$ cat config.mk
export PLATFORM = sky130hd
export DESIGN_NAME = sarh_target_flat
export DESIGN_NICKNAME = d
export VERILOG_FILES = /design/src/sarh_pkg.sv /design/src/sarh_bus_if.sv /design/src/sarh_target.sv /design/src/flat_wrapper.sv
export SDC_FILE = /design/constraint.sdc
export NUM_CORES = 1
export LEC_CHECK = 0
export BUFFER_PORTS_ARGS = -buffer_cell sky130_fd_sc_hd__buf_2
export CAP_MARGIN = 25
export CORE_ASPECT_RATIO = 1.2
export CORE_MARGIN = 10
export CORE_UTILIZATION = 45
export CTS_CLUSTER_DIAMETER = 100
export DETAILED_ROUTE_END_ITERATION = 10
export PLACE_DENSITY = 0.73
export SLEW_MARGIN = 20
export SYNTH_ARGS = -nofsm -noshare
export SYNTH_HDL_FRONTEND = slang
export SYNTH_SLANG_ARGS = --single-unit
export TNS_END_PERCENT = 30
$ cat constraint.sdc
create_clock -name ref_clk -period 2.9 [get_ports ref_clk]
set_clock_uncertainty 0.1 [all_clocks]
set_input_delay 0.145 -clock ref_clk [delete_from_list [all_inputs] [get_ports ref_clk]]
set_output_delay 0.145 -clock ref_clk [all_outputs]
set_load 0.01 [all_outputs]
$ cat src/sarh_pkg.sv
// Shared constants for the attention and bus reset handler.
// Assumes a 200 MHz ref_clk; bus delays are counted in clock cycles.
package sarh_pkg;
  // Timing in nanoseconds and derived clock counts (5 ns period)
  localparam int CLK_PERIOD_NS = 5;
  localparam int DESKEW_NS = 45;
  localparam int ATN_SETUP_NS = 90;
  localparam int RST_HOLD_NS = 25000;
  localparam int RST_DELAY_NS = 200;
  localparam int BUS_CLEAR_NS = 800;
  localparam int DESKEW_CYC = (DESKEW_NS + CLK_PERIOD_NS - 1) / CLK_PERIOD_NS;
  localparam int ATN_SETUP_CYC = (ATN_SETUP_NS + CLK_PERIOD_NS - 1) / CLK_PERIOD_NS;
  localparam int RST_HOLD_CYC = (RST_HOLD_NS + CLK_PERIOD_NS - 1) / CLK_PERIOD_NS;
  localparam int RST_DELAY_CYC = (RST_DELAY_NS + CLK_PERIOD_NS - 1) / CLK_PERIOD_NS;
  localparam int BUS_CLEAR_CYC = BUS_CLEAR_NS / CLK_PERIOD_NS;
  localparam int CNT_W = 16;

  // Bus phase codes, driven by the target on the phase lines
  typedef enum logic [2:0] {
    SARH_PH_FREE,
    SARH_PH_SELECT,
    SARH_PH_RESELECT,
    SARH_PH_COMMAND,
    SARH_PH_DATA,
    SARH_PH_STATUS,
    SARH_PH_MSG_IN,
    SARH_PH_MSG_OUT
  } sarh_phase_t;

  // Unit attention codes (additional sense meaning)
  localparam logic [2:0] UA_NONE = 3'h0;
  localparam logic [2:0] UA_BUS_RESET = 3'h1;
  localparam logic [2:0] UA_POWER_ON = 3'h2;
  localparam logic [2:0] UA_TARGET_RESET = 3'h3;
  localparam logic [2:0] UA_MODE_SE = 3'h4;
  localparam logic [2:0] UA_MODE_LVD = 3'h5;
endpackage

$ cat src/sarh_bus_if.sv
// Bus wires between initiator and target ends.
// Assumes the testbench supplies ref_clk; RST is wired-OR of both enables.
`timescale 1ns/100ps
`default_nettype none
interface sarh_bus_if (
  input wire logic ref_clk // Common clock
);
  logic atn;                   // Attention, from initiator
  logic ack;                   // Acknowledge, from initiator
  logic bsy_i;                 // Initiator drives busy
  logic sel_id;                // Initiator puts target id on bus
  logic req;                   // Request, from target
  sarh_pkg::sarh_phase_t phase; // Bus phase, from target
  logic last_unit;             // Target: end of IU / data boundary
  logic rst_oe_i;              // Initiator drives RST
  logic rst_oe_t;              // Target drives RST
  logic rst;
  assign rst = rst_oe_i | rst_oe_t;

  modport init (output atn, ack, bsy_i, sel_id, rst_oe_i,
                input req, phase, last_unit, rst);
  modport targ (input atn, ack, bsy_i, sel_id, rst_oe_i,
                output req, phase, last_unit, rst_oe_t, input rst);
endinterface
`default_nettype wire

$ cat src/sarh_target.sv
// Target end: attention response, RST filter, hard reset, unit attention.
// Assumes bus inputs synchronous to ref_clk; user side steps phases.
// Contract
// - Target answers valid attention with MESSAGE OUT
// - Initiator: ATN two deskews before BSY release
// - Initiator: ATN two deskews before QAS id
// - Initiator: ATN setup before ACK negation
// - Initiator: retry ATN two deskews before ACK
// - Initiator: clear ATN two deskews before ACK
// - Initiator never drops ATN while ACK in MSGOUT
// - Attention by last transfer of phase/unit
// - Initiator holds ATN until MESSAGE OUT
// - ATN off on last byte, else BUS FREE
// - COMMAND: MESSAGE OUT after some CDB bytes
// - DATA: MESSAGE OUT at convenient boundary
// - STATUS: MESSAGE OUT after status acknowledged
// - MESSAGE IN: MESSAGE OUT before next message
// - SELECTION: MESSAGE OUT right after selection
// - RESELECTION: after IDENTIFY or first phase
// - Data stream: MESSAGE OUT at unit end
// - RST held forces BUS FREE over all
// - Ignore RST shorter than reset delay; code filters only the reset event, any RST still releases the bus at once
// - Release signals within bus clear delay
// - Never echo RST; restore default agreement
// - Post unit attention naming the event
`timescale 1ns/100ps
`default_nettype none
module sarh_target #(
  parameter int RST_DELAY = sarh_pkg::RST_DELAY_CYC,
  parameter int BUS_CLEAR = sarh_pkg::BUS_CLEAR_CYC
) (
  input wire logic ref_clk,            // Clock
  input wire logic srst,               // Sync reset, active high
  sarh_bus_if.targ bus,                // Bus side
  input wire logic iu_enabled,         // Information unit transfers on
  input wire logic usr_step,           // Pulse: current phase/unit done
  input wire sarh_pkg::sarh_phase_t usr_phase, // Next phase wanted by user
  input wire logic usr_boundary,       // Convenient break point now
  input wire logic usr_last_byte,      // MSGOUT byte ends a flagged message
  input wire logic usr_target_reset,   // Pulse: target reset message taken
  input wire logic usr_assert_rst,     // Request to drive RST
  input wire logic lvd_mode,           // Transceiver mode, 1 = LVD
  input wire logic ua_clear,           // Pulse: unit attention reported
  output logic attn_pending,           // Attention latched
  output logic bus_released,           // Bus signals released by reset
  output logic hard_reset,             // Pulse: reset event
  output logic default_agreement,      // Pulse: restore default transfer
  output logic [2:0] ua_code,          // Pending unit attention code
  output logic msg_protocol_err        // Pulse: ATN on last byte
);
  localparam int CW = sarh_pkg::CNT_W;

  sarh_pkg::sarh_phase_t phase;
  logic req;
  logic last_unit;
  logic rst_oe;
  logic [CW-1:0] rst_cnt;
  logic rst_seen;
  logic lvd_q;
  logic por;
  logic first_done;

  ////////////////////////////////////////////////////////////////////////
  // Reset filter and event detection
  wire logic rst_ext = bus.rst & ~rst_oe;
  wire logic rst_qualified = rst_ext && (rst_cnt >= CW'(RST_DELAY - 1));
  wire logic rst_event = rst_qualified & ~rst_seen;
  wire logic mode_change = (lvd_q != lvd_mode) & ~por;
  wire logic any_reset = rst_event | mode_change | usr_target_reset | por;
  // Release follows the raw RST level so the clear delay is honoured
  wire logic release_now = rst_ext | rst_seen;

  always_ff @(posedge ref_clk) begin
    if (srst) begin
      rst_cnt <= '0;
      rst_seen <= 1'b0;
    end else begin
      rst_cnt <= rst_ext ? ((rst_cnt == '1) ? rst_cnt : rst_cnt + CW'(1)) : '0;
      rst_seen <= rst_ext ? (rst_seen | rst_qualified) : 1'b0;
    end
  end

  always_ff @(posedge ref_clk) begin
    if (srst) begin
      lvd_q <= 1'b1;
      por <= 1'b1;
    end else begin
      lvd_q <= lvd_mode;
      por <= 1'b0;
    end
  end

  ////////////////////////////////////////////////////////////////////////
  // Unit attention: a new event wins over a clear
  function automatic logic [2:0] ua_of(input logic pw, input logic br,
                                       input logic tr, input logic mc,
                                       input logic lvd);
    if (pw) ua_of = sarh_pkg::UA_POWER_ON;
    else if (br) ua_of = sarh_pkg::UA_BUS_RESET;
    else if (mc) ua_of = lvd ? sarh_pkg::UA_MODE_LVD : sarh_pkg::UA_MODE_SE;
    else if (tr) ua_of = sarh_pkg::UA_TARGET_RESET;
    else ua_of = sarh_pkg::UA_NONE;
  endfunction

  always_ff @(posedge ref_clk) begin
    if (srst) begin
      ua_code <= sarh_pkg::UA_NONE;
      hard_reset <= 1'b0;
      default_agreement <= 1'b0;
      bus_released <= 1'b0;
    end else begin
      if (any_reset)
        ua_code <= ua_of(por, rst_event, usr_target_reset, mode_change, lvd_mode);
      else if (ua_clear)
        ua_code <= sarh_pkg::UA_NONE;
      hard_reset <= any_reset;
      default_agreement <= any_reset;
      bus_released <= release_now;
    end
  end

  ////////////////////////////////////////////////////////////////////////
  // Attention response and phase control
  wire logic atn_now = bus.atn & ~release_now;
  wire logic in_msgout = (phase == sarh_pkg::SARH_PH_MSG_OUT);
  // Point at which the current phase may yield to MESSAGE OUT
  wire logic yield_ok =
      (phase == sarh_pkg::SARH_PH_SELECT) ? usr_step :
      (phase == sarh_pkg::SARH_PH_RESELECT) ? 1'b0 :
      (phase == sarh_pkg::SARH_PH_COMMAND) ? usr_step | usr_boundary :
      (phase == sarh_pkg::SARH_PH_DATA) ?
          (iu_enabled ? usr_step : usr_boundary | usr_step) :
      (phase == sarh_pkg::SARH_PH_STATUS) ? usr_step :
      (phase == sarh_pkg::SARH_PH_MSG_IN) ? usr_step :
      1'b0;
  // Reselection waits for IDENTIFY or first information phase
  wire logic resel_yield = first_done & usr_step;
  wire logic go_msgout = attn_pending & ~in_msgout & (yield_ok | resel_yield);
  wire logic bad_last = in_msgout & usr_step & usr_last_byte & bus.atn;

  always_ff @(posedge ref_clk) begin
    if (srst) begin
      attn_pending <= 1'b0;
      first_done <= 1'b0;
      phase <= sarh_pkg::SARH_PH_FREE;
      req <= 1'b0;
      last_unit <= 1'b0;
      msg_protocol_err <= 1'b0;
    end else if (release_now) begin
      attn_pending <= 1'b0;
      first_done <= 1'b0;
      phase <= sarh_pkg::SARH_PH_FREE;
      req <= 1'b0;
      last_unit <= 1'b0;
      msg_protocol_err <= 1'b0;
    end else begin
      // Served on entry to MESSAGE OUT, even though ATN may still stand
      attn_pending <= ~in_msgout & ~go_msgout & (atn_now | attn_pending);
      msg_protocol_err <= bad_last;
      last_unit <= usr_boundary | usr_step;
      req <= (phase != sarh_pkg::SARH_PH_FREE) & ~usr_step;
      if (phase == sarh_pkg::SARH_PH_RESELECT && usr_step)
        first_done <= 1'b1;
      if (bad_last)
        phase <= sarh_pkg::SARH_PH_FREE;
      else if (go_msgout)
        phase <= sarh_pkg::SARH_PH_MSG_OUT;
      else if (usr_step && !(phase == sarh_pkg::SARH_PH_RESELECT && !iu_enabled && attn_pending))
        phase <= usr_phase;
      else if (usr_step)
        phase <= sarh_pkg::SARH_PH_MSG_IN; // IDENTIFY goes out first
    end
  end

  always_ff @(posedge ref_clk) begin
    if (srst)
      rst_oe <= 1'b0;
    else
      rst_oe <= usr_assert_rst & ~rst_ext;
  end

  assign bus.phase = phase;
  assign bus.req = req;
  assign bus.last_unit = last_unit;
  assign bus.rst_oe_t = rst_oe;
endmodule
`default_nettype wire

$ cat src/flat_wrapper.sv
// flat-port wrapper written by rule: the top's interface ports become plain ports
module sarh_target_flat 
#(
  parameter int RST_DELAY = sarh_pkg::RST_DELAY_CYC,
  parameter int BUS_CLEAR = sarh_pkg::BUS_CLEAR_CYC
)
  (ref_clk, srst, iu_enabled, usr_step, usr_phase, usr_boundary, usr_last_byte, usr_target_reset, usr_assert_rst, lvd_mode, ua_clear, attn_pending, bus_released, hard_reset, default_agreement, ua_code, msg_protocol_err, bus_atn, bus_ack, bus_bsy_i, bus_sel_id, bus_rst_oe_i, bus_req, bus_phase, bus_last_unit, bus_rst_oe_t);
  sarh_bus_if bus_i (.ref_clk(ref_clk));
  input wire logic ref_clk;
  input wire logic srst;
  input wire logic iu_enabled;
  input wire logic usr_step;
  input wire sarh_pkg::sarh_phase_t usr_phase;
  input wire logic usr_boundary;
  input wire logic usr_last_byte;
  input wire logic usr_target_reset;
  input wire logic usr_assert_rst;
  input wire logic lvd_mode;
  input wire logic ua_clear;
  output logic attn_pending;
  output logic bus_released;
  output logic hard_reset;
  output logic default_agreement;
  output logic [2:0] ua_code;
  output logic msg_protocol_err;
  input wire logic [$bits(bus_i.atn)-1:0] bus_atn;
  input wire logic [$bits(bus_i.ack)-1:0] bus_ack;
  input wire logic [$bits(bus_i.bsy_i)-1:0] bus_bsy_i;
  input wire logic [$bits(bus_i.sel_id)-1:0] bus_sel_id;
  input wire logic [$bits(bus_i.rst_oe_i)-1:0] bus_rst_oe_i;
  output wire logic [$bits(bus_i.req)-1:0] bus_req;
  output wire logic [$bits(bus_i.phase)-1:0] bus_phase;
  output wire logic [$bits(bus_i.last_unit)-1:0] bus_last_unit;
  output wire logic [$bits(bus_i.rst_oe_t)-1:0] bus_rst_oe_t;
  assign bus_i.atn = bus_atn;
  assign bus_i.ack = bus_ack;
  assign bus_i.bsy_i = bus_bsy_i;
  assign bus_i.sel_id = bus_sel_id;
  assign bus_i.rst_oe_i = bus_rst_oe_i;
  assign bus_req = bus_i.req;
  assign bus_phase = bus_i.phase;
  assign bus_last_unit = bus_i.last_unit;
  assign bus_rst_oe_t = bus_i.rst_oe_t;
  sarh_target #(.RST_DELAY(RST_DELAY), .BUS_CLEAR(BUS_CLEAR)) u_core (.ref_clk(ref_clk), .srst(srst), .bus(bus_i), .iu_enabled(iu_enabled), .usr_step(usr_step), .usr_phase(usr_phase), .usr_boundary(usr_boundary), .usr_last_byte(usr_last_byte), .usr_target_reset(usr_target_reset), .usr_assert_rst(usr_assert_rst), .lvd_mode(lvd_mode), .ua_clear(ua_clear), .attn_pending(attn_pending), .bus_released(bus_released), .hard_reset(hard_reset), .default_agreement(default_agreement), .ua_code(ua_code), .msg_protocol_err(msg_protocol_err));
endmodule
==> flow_metrics.tcl <==
set metrics [dict create \
    status "finished, final reports clean" \
    cap_viol_max_count 0 \
    fmax_mhz 477.3 \
    start_util 0.4690 \
    postCtsHoldBufs 2 \
    seq_area_frac_synth 0.4184 \
    root_buffer "clkbuf_8" \
    rsz0062_at_grt "no" \
    netlist_area_mm2 0.001579 \
    syn_to_final_growth_pct 17.12 \
    syn_inst 181 \
    synth_nets 200 \
    finalSetupViolCount 0 \
    drive_above_1_share 0.2264 \
    antenna_found_initial 0 \
    arrival_ns 2.19 \
    routed_wirelength_mm 3.535 \
    fin_cells 249 \
    ys.warnings.count 0 \
    rows 23 \
    clkTransAtPathRegs_ns 0.07 \
    hold_violations 0 \
    p_leak_nw 0.6971 \
    synth_top_cells_by_area "dfxtp_1 42%, a21oi_1 5.4%, nor2_1 4.0%" \
    ir_drop_uv 449.2 \
    drcViolationCount 0 \
    drt_iter0_markers 67 \
    ys_types 44 \
    required_ns 3.00 \
    max_slew.worst_pin.slew_ns 0.7198 \
    fillerInstances 333 \
    postCtsSetupBuffers 0 \
    min_path_type "input port to flip-flop" \
    cp-start-kind "flip-flop" \
    fp.coreArea_mm2 0.003367 \
    fin_hold_ws_ns 0.004423 \
    grt_max_degree 16 \
    htree_num_levels 2 \
    layout_commonest_cell "dfxtp_1" \
    avgViaCountPerCell 5.731 \
    fin_tns_setup_ns 0 \
    cts_buffer_depth 2 \
    post_cts_resized 0 \
    grt_pass1_vias 1474 \
    port_buffers 28 \
    nets 230 \
    dr.pass1.iters 4 \
    ys_ff_latch 33 \
    yosysTopAreaCellShare 0.4184 \
    die_w_um 74.08 \
    cts_tree "done" \
    synth.avg_cell_area_um2 8.724 \
    dp_hpwl_mm 2.566 \
    dp.cells 239 \
    endpoint_kind "flip-flop" \
    grt_pass1_wl_mm 6.320 \
    die_h_um 84.89 \
    cts_buffers 5 \
    p_per_area_mw_per_mm2 535.3 \
    cp_max_fo 6 \
    wl_per_cell_um 14.20 \
    ios 32 \
    yosys.area.top_type "dfxtp_1" \
    path_class "flip-flop to flip-flop" \
    ant_nets 0 \
    fin_crit_sh 0.7225 \
    overflow 0 \
    relSlewSlack 0.5162 \
    r2r_cells 5 \
    slew_violations 0 \
    dr_total_vias 1427 \
    clock_sinks 33 \
    dieArea_mm2 0.006288 \
    min_period_ns 2.095 \
    n_antenna_cell 0 \
    insertion_delay_ns 0.29 \
    final_cell_mix "33 x dfxtp_1, 28 x buf_2, 17 x nor2_1, 17 x a21oi_1, 10 x inv_1" \
    gr-usage-all-layers 0.1219 \
    hold_depth 3 \
    globalplace.congestion 0.8293 \
]
==> area by class of cell <==
class                      instances  area [um^2]  share of cell area
clock buffer                       7        86.33             0.04668
clock inverter                     1        30.03             0.01624
inverter                          10        37.54             0.02030
multi-input combinational        131        828.3              0.4479
sequential                        33        660.6              0.3572
tap                               37        46.29             0.02503
timing repair buffer              30        160.2             0.08660
==> metrics by stage <==
step           instance area (um^2)  total power, mW    util  worst slack, ns
5_1_grt                        1849            1.027  0.5492           0.6525
3_5_place_dp                   1713           0.5559  0.5087           0.8134
4_1_cts                        1849           0.9992  0.5492           0.8028
3_3_place_gp                   1713           0.5550  0.5087           0.8583
6_report                       1849           0.9900  0.5492           0.8047
2_1_floorplan                  1579           0.5294       -           0.9663
==> state kept, by name (all words and copies together) (netlist names) <==
name / flops
u_core.bus_released: 1
u_core.rst_cnt: 16
u_core.msg_protocol_err: 1
u_core.rst_seen: 1
u_core.bus.req: 1
u_core.bus.last_unit: 1
u_core.lvd_q: 1
u_core.bus.rst_oe_t: 1
u_core.bus.phase: 3
u_core.hard_reset: 1
u_core.por: 1
u_core.ua_code: 3
u_core.attn_pending: 1
u_core.first_done: 1
==> synth_stat cells, drive strengths merged <==
| cell | n |
|---|---|
| a2111oi | 1 |
| a211o | 2 |
| a211oi | 3 |
| a21oi | 17 |
| a2bb2oi | 1 |
| a31oi | 3 |
| a41o | 1 |
| and3 | 3 |
| and4 | 1 |
| buf | 1 |
| clkbuf | 6 |
| dfxtp | 33 |
| ha | 1 |
| inv | 10 |
| maj3 | 1 |
| mux2i | 3 |
| nand2 | 8 |
| nand2b | 2 |
| nand3 | 8 |
| nand4 | 8 |
| nor2 | 17 |
| nor2b | 1 |
| nor3 | 7 |
| nor3b | 1 |
| nor4 | 7 |
| nor4b | 1 |
| o21ai | 9 |
| o22ai | 2 |
| o31ai | 4 |
| o41ai | 1 |
| or2 | 2 |
| or2b | 2 |
| or3 | 6 |
| or4 | 5 |
| or4b | 1 |
| xor2 | 2 |
==> cells by family after synthesis <==
group / after synthesis / share of synthesized area
buf+inv: 17 / 0.05706
simple gates: 80 / 0.2892
xor+xnor: 2 / 0.01110
fa+ha+maj: 2 / 0.01426
flops: 33 / 0.4184
compound gates: 44 / 0.1910
mux: 3 / 0.01902
==> power by group <==
part	leakage [nW]	switching [mW]	internal, mW	total [mW]
sequential	0.269	0.0105	0.466	0.476
combinational	0.370	0.0379	0.0328	0.0707
clock	0.0585	0.163	0.280	0.443
total	0.697	0.211	0.779	0.990
==> metal layers <==
layer  vias up  global-route usage  wire (um)
met4         0             0.04244         52
li1        735                   -          -
met5         -                   0          0
met3         6             0.04079        148
met1       656              0.1312       1587
met2        30              0.2127       1746
==> critical path, stage by stage (launching register included) <==
cell	delay, ns
dfxtp_1	0.34
ha_1	0.27
a211o_2	0.39
a2111oi_4	0.44
a211oi_2	0.15
o41ai_2	0.32
==> worst paths after layout <==
check,slack [ns],endpoint,startpoint
worst max-delay path,0.80,u_core.ua_code[1],u_core.rst_cnt[0]
worst min register to register,0.39,u_core.first_done,u_core.first_done
worst min-delay path,0.004,u_core.bus.last_unit,usr_boundary
worst max register to register,0.80,u_core.ua_code[1],u_core.rst_cnt[0]
(Power assumes the default switching activity.)
